File: src/design/eeprom_pkg.sv
// Summary of operation
// - First byte after start is the control byte; respond only if its device code matches.
// - The three bits after the device code are ignored.
// - Control byte bit 0 selects read when 1, write when 0.
// - Acknowledge a matching control byte, then enter the selected read or write flow.
// - Second write byte is the word address; only its seven low bits are kept.
// - Byte write: control, address, one data byte, each acknowledged; address loads pointer.
// - Stop after a write starts the timed write cycle; no acknowledge until it ends.
// - Up to eight data bytes held in a page buffer, committed only after stop.
// - Each data byte increments the pointer's in-page bits; page bits stay fixed.
// - More than eight bytes roll over in the page, replacing earlier bytes in order.
// - Page writes wrap inside one aligned page and never enter the next page.
// - Protect strap high blocks writes to the upper half; low allows all writes.
// - Host may poll with a write control byte; acknowledged only when idle.
// - Current-address read sends the byte one past the last accessed location.
// - Host no-acknowledge plus stop ends a read; device releases the data line.
// - Random read: word address latched before the repeated start aborts the write.
// - Host acknowledge after a read byte makes the device send the next byte.
// - Pointer increments after every byte read so all memory reads sequentially.
// - Start is data falling with clock high; stop is data rising with clock high.
package eeprom_pkg;
  localparam int ADDR_W = 7;
  localparam int MEM_WORDS = 128;
  localparam int PAGE_BYTES = 8;
  localparam int PAGE_IDX_W = 3;
  localparam int PROTECT_BIT = 6;
  localparam logic [7:0] ERASED_VALUE = 8'hff;
  // Value is arbitrary
  localparam logic [3:0] DEV_CODE_DEFAULT = 4'h5;
  localparam int CLK_HZ = 10_000_000;
  localparam int TWC_MS = 5;
  localparam int TWC_CYCLES = TWC_MS * (CLK_HZ / 1000);
  localparam logic [7:0] CTRL_OFS = 8'h00;
  localparam logic [7:0] STATUS_OFS = 8'h04;
  localparam int CTRL_EN_BIT = 0;
  localparam logic CTRL_EN_RESET = 1'b1;
  localparam int ST_BUSY_BIT = 0;
  localparam int ST_WP_BIT = 1;
  localparam int ST_ACTIVE_BIT = 2;
  localparam int ST_PTR_LSB = 8;
  localparam logic [2:0] HSIZE_WORD = 3'h2;

  typedef enum logic [4:0] {
    ST_IDLE = 5'h01,
    ST_RX = 5'h02,
    ST_ACK = 5'h04,
    ST_TX = 5'h08,
    ST_TXACK = 5'h10
  } bus_state_t;

  typedef enum logic [3:0] {
    PH_CTRL = 4'h1,
    PH_ADDR = 4'h2,
    PH_DATA = 4'h4,
    PH_READ = 4'h8
  } phase_t;

  typedef struct packed {
    logic en;
    logic [ADDR_W-1:0] addr;
    logic [7:0] data;
  } mem_wr_t;

  typedef struct packed {
    logic [MEM_WORDS-1:0][7:0] cells;
  } mem_state_t;
endpackage

File: src/design/eeprom_cells.sv
`timescale 1ns/10ps
module eeprom_cells (
  input wire logic hclk,
  input wire logic hresetn,
  input wire logic ce,
  input wire eeprom_pkg::mem_wr_t wr,
  input wire logic [eeprom_pkg::ADDR_W-1:0] raddr,
  output logic [7:0] rdata
);
  eeprom_pkg::mem_state_t r_reg;
  eeprom_pkg::mem_state_t r_next;

  always_comb
  begin
    r_next = r_reg;
    if (wr.en)
    begin
      r_next.cells[wr.addr] = wr.data;
    end
  end

  always_ff @(posedge hclk or negedge hresetn)
  begin
    if (!hresetn)
    begin
      r_reg <= {eeprom_pkg::MEM_WORDS{eeprom_pkg::ERASED_VALUE}};
    end
    else if (ce)
    begin
      r_reg <= r_next;
    end
  end

  assign rdata = r_reg.cells[raddr];
endmodule

File: src/design/eeprom_client.sv
`timescale 1ns/10ps
module eeprom_client #(
  parameter int WRITE_CYCLES = eeprom_pkg::TWC_CYCLES,
  parameter logic [3:0] DEVICE_CODE = eeprom_pkg::DEV_CODE_DEFAULT
) (
  input wire logic hclk,
  input wire logic hresetn,
  input wire logic ce,
  input wire logic hsel,
  input wire logic [31:0] haddr,
  input wire logic [1:0] htrans,
  input wire logic hwrite,
  input wire logic [2:0] hsize,
  input wire logic [31:0] hwdata,
  input wire logic hready,
  output logic hreadyout,
  output logic hresp,
  output logic [31:0] hrdata,
  input wire logic scl_in,
  input wire logic sda_in,
  output logic sda_out,
  output logic sda_oe,
  input wire logic wp_in
);
  typedef struct packed {
    logic scl_m;
    logic scl_s;
    logic scl_p;
    logic sda_m;
    logic sda_s;
    logic sda_p;
    logic wp_m;
    logic wp_s;
    eeprom_pkg::bus_state_t st;
    eeprom_pkg::phase_t ph;
    logic [3:0] bitcnt;
    logic [7:0] shift;
    logic host_ack;
    logic sda_oe;
    logic sda_out;
    logic [eeprom_pkg::ADDR_W-1:0] ptr;
    logic [eeprom_pkg::ADDR_W-eeprom_pkg::PAGE_IDX_W-1:0] page;
    logic [eeprom_pkg::PAGE_BYTES-1:0][7:0] pbuf;
    logic [eeprom_pkg::PAGE_BYTES-1:0] valid;
    logic busy;
    logic [3:0] commit_idx;
    logic [15:0] timer;
    logic ctrl_en;
    logic wr_pend;
    logic [7:0] wr_addr;
    logic [31:0] hrdata;
    logic hreadyout;
    logic hresp;
  } state_t;

  state_t r_reg;
  state_t r_next;
  eeprom_pkg::mem_wr_t mem_wr;
  logic [7:0] mem_rdata;
  logic scl_rise;
  logic scl_fall;
  logic start_det;
  logic stop_det;
  logic byte_done;
  logic code_match;
  logic ahb_sel;
  logic addr_hit_hi;
  logic [31:0] status_word;
  logic [15:0] twc_last;

  assign twc_last = 16'(WRITE_CYCLES - 1);
  assign scl_rise = r_reg.scl_s & ~r_reg.scl_p;
  assign scl_fall = ~r_reg.scl_s & r_reg.scl_p;
  assign start_det = r_reg.scl_s & r_reg.scl_p & r_reg.sda_p & ~r_reg.sda_s;
  assign stop_det = r_reg.scl_s & r_reg.scl_p & ~r_reg.sda_p & r_reg.sda_s;
  assign byte_done = (r_reg.st == eeprom_pkg::ST_RX) && scl_fall && (r_reg.bitcnt == 4'h8);
  assign code_match = (r_reg.shift[7:4] == DEVICE_CODE);
  assign ahb_sel = hsel & htrans[1] & hready;
  assign addr_hit_hi = (haddr[31:8] == 24'h000000);

  always_comb
  begin
    status_word = 32'h00000000;
    status_word[eeprom_pkg::ST_BUSY_BIT] = r_reg.busy;
    status_word[eeprom_pkg::ST_WP_BIT] = r_reg.wp_s;
    status_word[eeprom_pkg::ST_ACTIVE_BIT] = (r_reg.st != eeprom_pkg::ST_IDLE);
    status_word[eeprom_pkg::ST_PTR_LSB +: eeprom_pkg::ADDR_W] = r_reg.ptr;
  end

  eeprom_cells u_cells (
    .hclk(hclk),
    .hresetn(hresetn),
    .ce(ce),
    .wr(mem_wr),
    .raddr(r_reg.ptr),
    .rdata(mem_rdata)
  );

  always_comb
  begin
    r_next = r_reg;
    mem_wr = '0;
    // Pins cross into hclk through two flops before use
    r_next.scl_m = scl_in;
    r_next.scl_s = r_reg.scl_m;
    r_next.scl_p = r_reg.scl_s;
    r_next.sda_m = sda_in;
    r_next.sda_s = r_reg.sda_m;
    r_next.sda_p = r_reg.sda_s;
    r_next.wp_m = wp_in;
    r_next.wp_s = r_reg.wp_m;
    r_next.sda_out = 1'b0;

    if (start_det)
    begin
      r_next.st = eeprom_pkg::ST_RX;
      r_next.ph = eeprom_pkg::PH_CTRL;
      r_next.bitcnt = 4'h0;
      r_next.sda_oe = 1'b0;
    end
    else if (stop_det)
    begin
      if (r_reg.ph == eeprom_pkg::PH_DATA && |r_reg.valid && !r_reg.busy)
      begin
        r_next.busy = 1'b1;
        r_next.commit_idx = 4'h0;
        r_next.timer = 16'h0000;
      end
      r_next.st = eeprom_pkg::ST_IDLE;
      r_next.ph = eeprom_pkg::PH_CTRL;
      r_next.sda_oe = 1'b0;
    end
    else
    begin
      unique case (r_reg.st)
        eeprom_pkg::ST_IDLE:
        begin
          r_next.sda_oe = 1'b0;
        end
        eeprom_pkg::ST_RX:
        begin
          if (scl_rise)
          begin
            r_next.shift = {r_reg.shift[6:0], r_reg.sda_s};
            r_next.bitcnt = r_reg.bitcnt + 4'h1;
          end
          else if (byte_done)
          begin
            r_next.bitcnt = 4'h0;
            r_next.st = eeprom_pkg::ST_ACK;
            r_next.sda_oe = 1'b1;
            unique case (r_reg.ph)
              eeprom_pkg::PH_CTRL:
              begin
                // ack only a matching, idle device
                if (code_match && !r_reg.busy && r_reg.ctrl_en)
                begin
                  r_next.ph = r_reg.shift[0] ? eeprom_pkg::PH_READ : eeprom_pkg::PH_ADDR;
                end
                else
                begin
                  r_next.st = eeprom_pkg::ST_IDLE;
                  r_next.sda_oe = 1'b0;
                end
              end
              eeprom_pkg::PH_ADDR:
              begin
                r_next.ptr = r_reg.shift[eeprom_pkg::ADDR_W-1:0];
                r_next.page = r_reg.shift[eeprom_pkg::ADDR_W-1:eeprom_pkg::PAGE_IDX_W];
                r_next.valid = '0;
                r_next.ph = eeprom_pkg::PH_DATA;
              end
              eeprom_pkg::PH_DATA:
              begin
                r_next.pbuf[r_reg.ptr[eeprom_pkg::PAGE_IDX_W-1:0]] = r_reg.shift;
                r_next.valid[r_reg.ptr[eeprom_pkg::PAGE_IDX_W-1:0]] = 1'b1;
                r_next.ptr[eeprom_pkg::PAGE_IDX_W-1:0] = r_reg.ptr[eeprom_pkg::PAGE_IDX_W-1:0] + 3'h1;
              end
              eeprom_pkg::PH_READ:
              begin
                r_next.st = eeprom_pkg::ST_IDLE;
                r_next.sda_oe = 1'b0;
              end
            endcase
          end
        end
        eeprom_pkg::ST_ACK:
        begin
          if (scl_fall)
          begin
            r_next.sda_oe = 1'b0;
            r_next.bitcnt = 4'h0;
            if (r_reg.ph == eeprom_pkg::PH_READ)
            begin
              r_next.shift = mem_rdata;
              r_next.ptr = r_reg.ptr + 7'h01;
              r_next.sda_oe = ~mem_rdata[7];
              r_next.st = eeprom_pkg::ST_TX;
            end
            else
            begin
              r_next.st = eeprom_pkg::ST_RX;
            end
          end
        end
        eeprom_pkg::ST_TX:
        begin
          if (scl_rise)
          begin
            r_next.bitcnt = r_reg.bitcnt + 4'h1;
          end
          else if (scl_fall)
          begin
            if (r_reg.bitcnt == 4'h8)
            begin
              r_next.st = eeprom_pkg::ST_TXACK;
              r_next.sda_oe = 1'b0;
            end
            else
            begin
              r_next.shift = {r_reg.shift[6:0], 1'b0};
              r_next.sda_oe = ~r_reg.shift[6];
            end
          end
        end
        eeprom_pkg::ST_TXACK:
        begin
          if (scl_rise)
          begin
            r_next.host_ack = ~r_reg.sda_s;
          end
          else if (scl_fall)
          begin
            r_next.bitcnt = 4'h0;
            if (r_reg.host_ack)
            begin
              r_next.shift = mem_rdata;
              r_next.ptr = r_reg.ptr + 7'h01;
              r_next.sda_oe = ~mem_rdata[7];
              r_next.st = eeprom_pkg::ST_TX;
            end
            else
            begin
              r_next.st = eeprom_pkg::ST_IDLE;
              r_next.sda_oe = 1'b0;
            end
          end
        end
      endcase
    end

    // Buffer drains in eight cycles, then the cell timer runs
    if (r_reg.busy)
    begin
      if (!r_reg.commit_idx[3])
      begin
        mem_wr.en = r_reg.valid[r_reg.commit_idx[2:0]] &&
                    !(r_reg.wp_s && r_reg.page[eeprom_pkg::PROTECT_BIT-eeprom_pkg::PAGE_IDX_W]);
        mem_wr.addr = {r_reg.page, r_reg.commit_idx[2:0]};
        mem_wr.data = r_reg.pbuf[r_reg.commit_idx[2:0]];
        r_next.commit_idx = r_reg.commit_idx + 4'h1;
      end
      else if (r_reg.timer >= twc_last)
      begin
        r_next.busy = 1'b0;
        r_next.valid = '0;
      end
      else
      begin
        r_next.timer = r_reg.timer + 16'h0001;
      end
    end

    // Bus slave: zero wait states, unmapped reads return zero
    r_next.hreadyout = 1'b1;
    r_next.hresp = 1'b0;
    if (r_reg.wr_pend)
    begin
      r_next.wr_pend = 1'b0;
      if (r_reg.wr_addr == eeprom_pkg::CTRL_OFS)
      begin
        r_next.ctrl_en = hwdata[eeprom_pkg::CTRL_EN_BIT];
      end
    end
    if (ahb_sel)
    begin
      if (hwrite)
      begin
        r_next.wr_pend = addr_hit_hi && (hsize == eeprom_pkg::HSIZE_WORD);
        r_next.wr_addr = haddr[7:0];
      end
      else if (addr_hit_hi && haddr[7:0] == eeprom_pkg::CTRL_OFS)
      begin
        r_next.hrdata = {31'h00000000, r_reg.ctrl_en};
      end
      else if (addr_hit_hi && haddr[7:0] == eeprom_pkg::STATUS_OFS)
      begin
        r_next.hrdata = status_word;
      end
      else
      begin
        r_next.hrdata = 32'h00000000;
      end
    end
  end

  always_ff @(posedge hclk or negedge hresetn)
  begin
    if (!hresetn)
    begin
      r_reg <= '0;
      r_reg.scl_m <= 1'b1;
      r_reg.scl_s <= 1'b1;
      r_reg.scl_p <= 1'b1;
      r_reg.sda_m <= 1'b1;
      r_reg.sda_s <= 1'b1;
      r_reg.sda_p <= 1'b1;
      r_reg.st <= eeprom_pkg::ST_IDLE;
      r_reg.ph <= eeprom_pkg::PH_CTRL;
      r_reg.ctrl_en <= eeprom_pkg::CTRL_EN_RESET;
      r_reg.hreadyout <= 1'b1;
    end
    else if (ce)
    begin
      r_reg <= r_next;
    end
  end

  assign hreadyout = r_reg.hreadyout;
  assign hresp = r_reg.hresp;
  assign hrdata = r_reg.hrdata;
  assign sda_out = r_reg.sda_out;
  assign sda_oe = r_reg.sda_oe;
endmodule

File: config.mk
export PLATFORM = sky130hd
export DESIGN_NAME = eeprom_client
export DESIGN_NICKNAME = d
export VERILOG_FILES = /design/src/design/eeprom_pkg.sv /design/src/design/eeprom_cells.sv /design/src/design/eeprom_client.sv
export SDC_FILE = /design/constraint.sdc
export NUM_CORES = 2
export LEC_CHECK = 0
export BUFFER_PORTS_ARGS = -buffer_cell sky130_fd_sc_hd__buf_2
export CORE_MARGIN = 5
export CORE_UTILIZATION = 35
export DETAILED_ROUTE_END_ITERATION = 10
export GPL_TIMING_DRIVEN = 0
export SKIP_CTS_REPAIR_TIMING = 1
export SLEW_MARGIN = 15
export SYNTH_ARGS = -nofsm -noshare
export SYNTH_HDL_FRONTEND = slang
export SYNTH_HIERARCHICAL = 1
export SYNTH_SLANG_ARGS = --single-unit
export TNS_END_PERCENT = 1
File: constraint.sdc
create_clock -name hclk -period 3.8 [get_ports hclk]
set_input_delay 0.57 -clock hclk [delete_from_list [all_inputs] [get_ports hclk]]
set_output_delay 0.57 -clock hclk [all_outputs]
set_load 0.05 [all_outputs]
==> flow_summary.yaml <==
status:
  outcome: "complete, but fails checks"
  violations: "negative setup slack"
setup_path:
  timing.rr.end: "r_reg[158]"
  worstPathRequired_ns: 4.41
  startpoint: "r_reg[141]"
  end_kind: "flip-flop"
  start_kind: "flip-flop"
  worstSetupPathType: "flip-flop to flip-flop"
  rrSetupSlack_ns: -0.19
  reg2regPathDepth: 10
  cp-endpoint: "r_reg[158]"
  worst-path-max-fanout: 10
  r2r_start: "r_reg[141]"
  critPathArrivalTime_ns: 4.61
synthesis:
  avgSynthCellArea_um2: 15.85
  synthDistinctLibCells: 76
  synth_edf_count: 0
  synth_warnings: 6
  syn_inst: 3529
  ys_seq_area_share_pct: 55.04
  async_flop_share_pct: 100.0
  ys_seq_elements: 1179
  yosys_most_used_dff: "dfstp_2"
  syn_area_mm2: 0.05595
final_layout:
  seqCellArea_mm2: 0.03080
  drive_above_1_share_pct: 77.71
  nets: 3824
  instances_no_fill: 5918
  areaGrowthSynthToFinish_pct: 14.38
  final_util_pct: 40.31
  multiInputGateArea_mm2: 0.02440
  nFillCells: 14415
  largest_reg_flops: 1024
floorplan:
  initial_core_util_pct: 35.24
  core_mm2: 0.1587
  dieHeight_um: 409.8
  die_w_um: 409.8
  io_pins: 114
  num_rows: 146
  dieArea_mm2: 0.1679
global_route:
  use_met3_pct: 4.465
  grt.busiest_layer: "met2"
  grt_overflow_total: 0
  grt_max_degree: 147
  grt_use_met2_pct: 29.66
  track_usage_pct: 18.97
  met1_usage_pct: 26.41
  grt_pass1_vias: 33587
  grt_pass1_wl_um: 236600
  grt_antenna_before_repair: 9
placement:
  io_buffers: 56
  dp_hpwl_um: 112300
  numPlacedInstances: 5690
  gp_congestion: 0.9147
  pre_cts_ws_ns: -0.9468
timing:
  maxSlewViolCount: 0
  tns_ns: -22.28
  setup_ws_ns: -0.1947
  clock_skew_ns: 0.01909
  setup_viol: 407
  hold_violations: 0
  finalCriticalPeriod_ns: 3.995
  clock.fmax_mhz: 250.3
  grt_setup_unrepaired: "true"
  period_share_pct: 105.1
  worstMarginPinSlew_ns: 1.150
  slew_headroom_pct: 23.35
cts:
  cts_buffers: 120
  cts_sinks: 1179
  cts-root-buf: "clkbuf_16"
  cts_tree: "yes"
  clkTransAtPathRegs_ns: 0.06
  htree_num_levels: 3
  clock_latency_ns: 0.73
  cts_max_path_buffers: 3
flow_run:
  maxCapViolCount: 0
route:
  drc: 0
  viasPerCell: 5.525
  post_drt_wl_per_cell_um: 27.26
  drt_iter0_markers: 2629
  ant_nets: 0
  drt_wl_total_um: 161300
  drt_first_pass_iters: 5
  vias: 32695
power_and_ir_drop:
  vdd_ir_drop_max_v: 0.0004493
  p_per_area_mw_per_mm2: 467.5
  p_leak_uw: 0.02500
min_path:
  min_path_type: "primary input to flip-flop"
routing by layer:
layer	share of wire [%]	vias to the layer above	wire (um)
li1	-	13636	-
met1	44	17853	71010
met2	46	950	73850
met3	6.7	252	10810
met4	3.5	4	5581
met5	0.047	-	76
layout make-up:
class                           count  area share, %
Clock buffer                      189          5.758
Multi-Input combinational cell   2072          38.12
Buffer                            286          2.291
Sequential cell                  1179          48.12
Timing Repair Buffer               67         0.8759
Clock inverter                     37         0.6843
Tap cell                         2072          4.051
Inverter                           15        0.08798
Antenna cell                        1       0.003910
where the power goes:
part	leakage [uW]	internal [uW]	switching (uW)
clock	0.00204	7230	5040
sequential	0.0126	12700	146
combinational	0.0103	1680	3070
total	0.0250	21700	8260
kinds of logic after synthesis:
logic type | count (synthesis) | share of synthesized area [%]
flip-flops | 1179 | 55.04
XOR/XNOR | 5 | 0.07829
buffers and inverters | 301 | 2.397
AO/OA/AOI/OAI | 116 | 1.404
adder cells (fa/ha/maj) | 5 | 0.1118
AND/OR/NAND/NOR | 422 | 3.641
multiplexers | 1499 | 37.31
other | 2 | 0.01342
stage by stage:
stage	area [um^2]	power, uW	hold slack, ns
finish	63990	29910	0.06765
CTS	63320	30180	-0.09844
detailed placement	59200	17750	0.4723
global placement	58910	17640	0.4661
global route	63990	31060	0.03363
floorplan	56030	15980	0.2744
worst min-delay path by stage:
stage               depth (start not counted)      start           to
floorplan                                   0    hresetn    hrdata[0]
finish                                      2     sda_in  r_next[175]
detailed placement                          2  hrdata[1]    hrdata[1]
global placement                            2  hrdata[2]    hrdata[2]
CTS                                         2    hresetn    r_reg[52]
global route                                2     sda_in  r_next[175]
critical path: stages (launching register included):
cell	delay (ns)
dfrtp_1	0.50
clkbuf_1	0.23
clkbuf_4	0.35
buf_4	0.36
mux4_2	0.62
mux4_2	0.61
mux4_2	0.49
mux2_2	0.34
nand2_1	0.08
nand2_1	0.05
mux2_2	0.25
cell usage in the layout (no fill, tap or decap), types with 7 or more instances in the layout:
master and instances:
clkbuf_16 122, buf_4 52, nand3_1 31, and2_1 16, or4_1 7, mux4_2 354, nor2_4 59, clkbuf_1 184
nor2b_1 13, nor2_1 76, a31oi_1 8, o21ai_0 29, nand2_2 9, buf_6 11, nor4_1 15, clkbuf_2 40
nand2b_1 9, o211ai_1 8, o31ai_1 9, conb_1 25, nor3_1 11, a21oi_1 17, clkinv_2 22, clkbuf_8 38
dfstp_2 1033, bufinv_16 9, buf_16 9, nand2_1 114, mux2i_1 15, o21a_1 7, mux2_4 7, and3_1 9
mux2_2 1123, buf_2 58, clkbuf_4 14, inv_1 14, buf_1 10, dfrtp_1 146, nand4_1 12
synth_stat cells (all sizes together) (5+ instances only):
master	count	area [um^2]
mux2	1130	12750
dfstp	1033	27140
mux4	354	7973
clkbuf	196	737.0
dfrtp	146	3654
nor2	139	521.8
nand2	123	461.7
buf	90	548.0
nand3	32	165.2
o21ai	31	155.1
a21oi	17	85.08
nor4	17	127.6
and2	16	100.1
mux2i	15	150.1
inv	14	52.55
nor2b	14	87.58
nor3	14	75.07
nand4	12	75.07
and3	9	56.30
nand2b	9	56.30
o31ai	9	67.56
or4	9	75.07
a31oi	8	50.05
o211ai	8	60.06
o21a	7	52.55
ha	5	62.56
or3	5	31.28
Power figures use the tool's default switching activity.
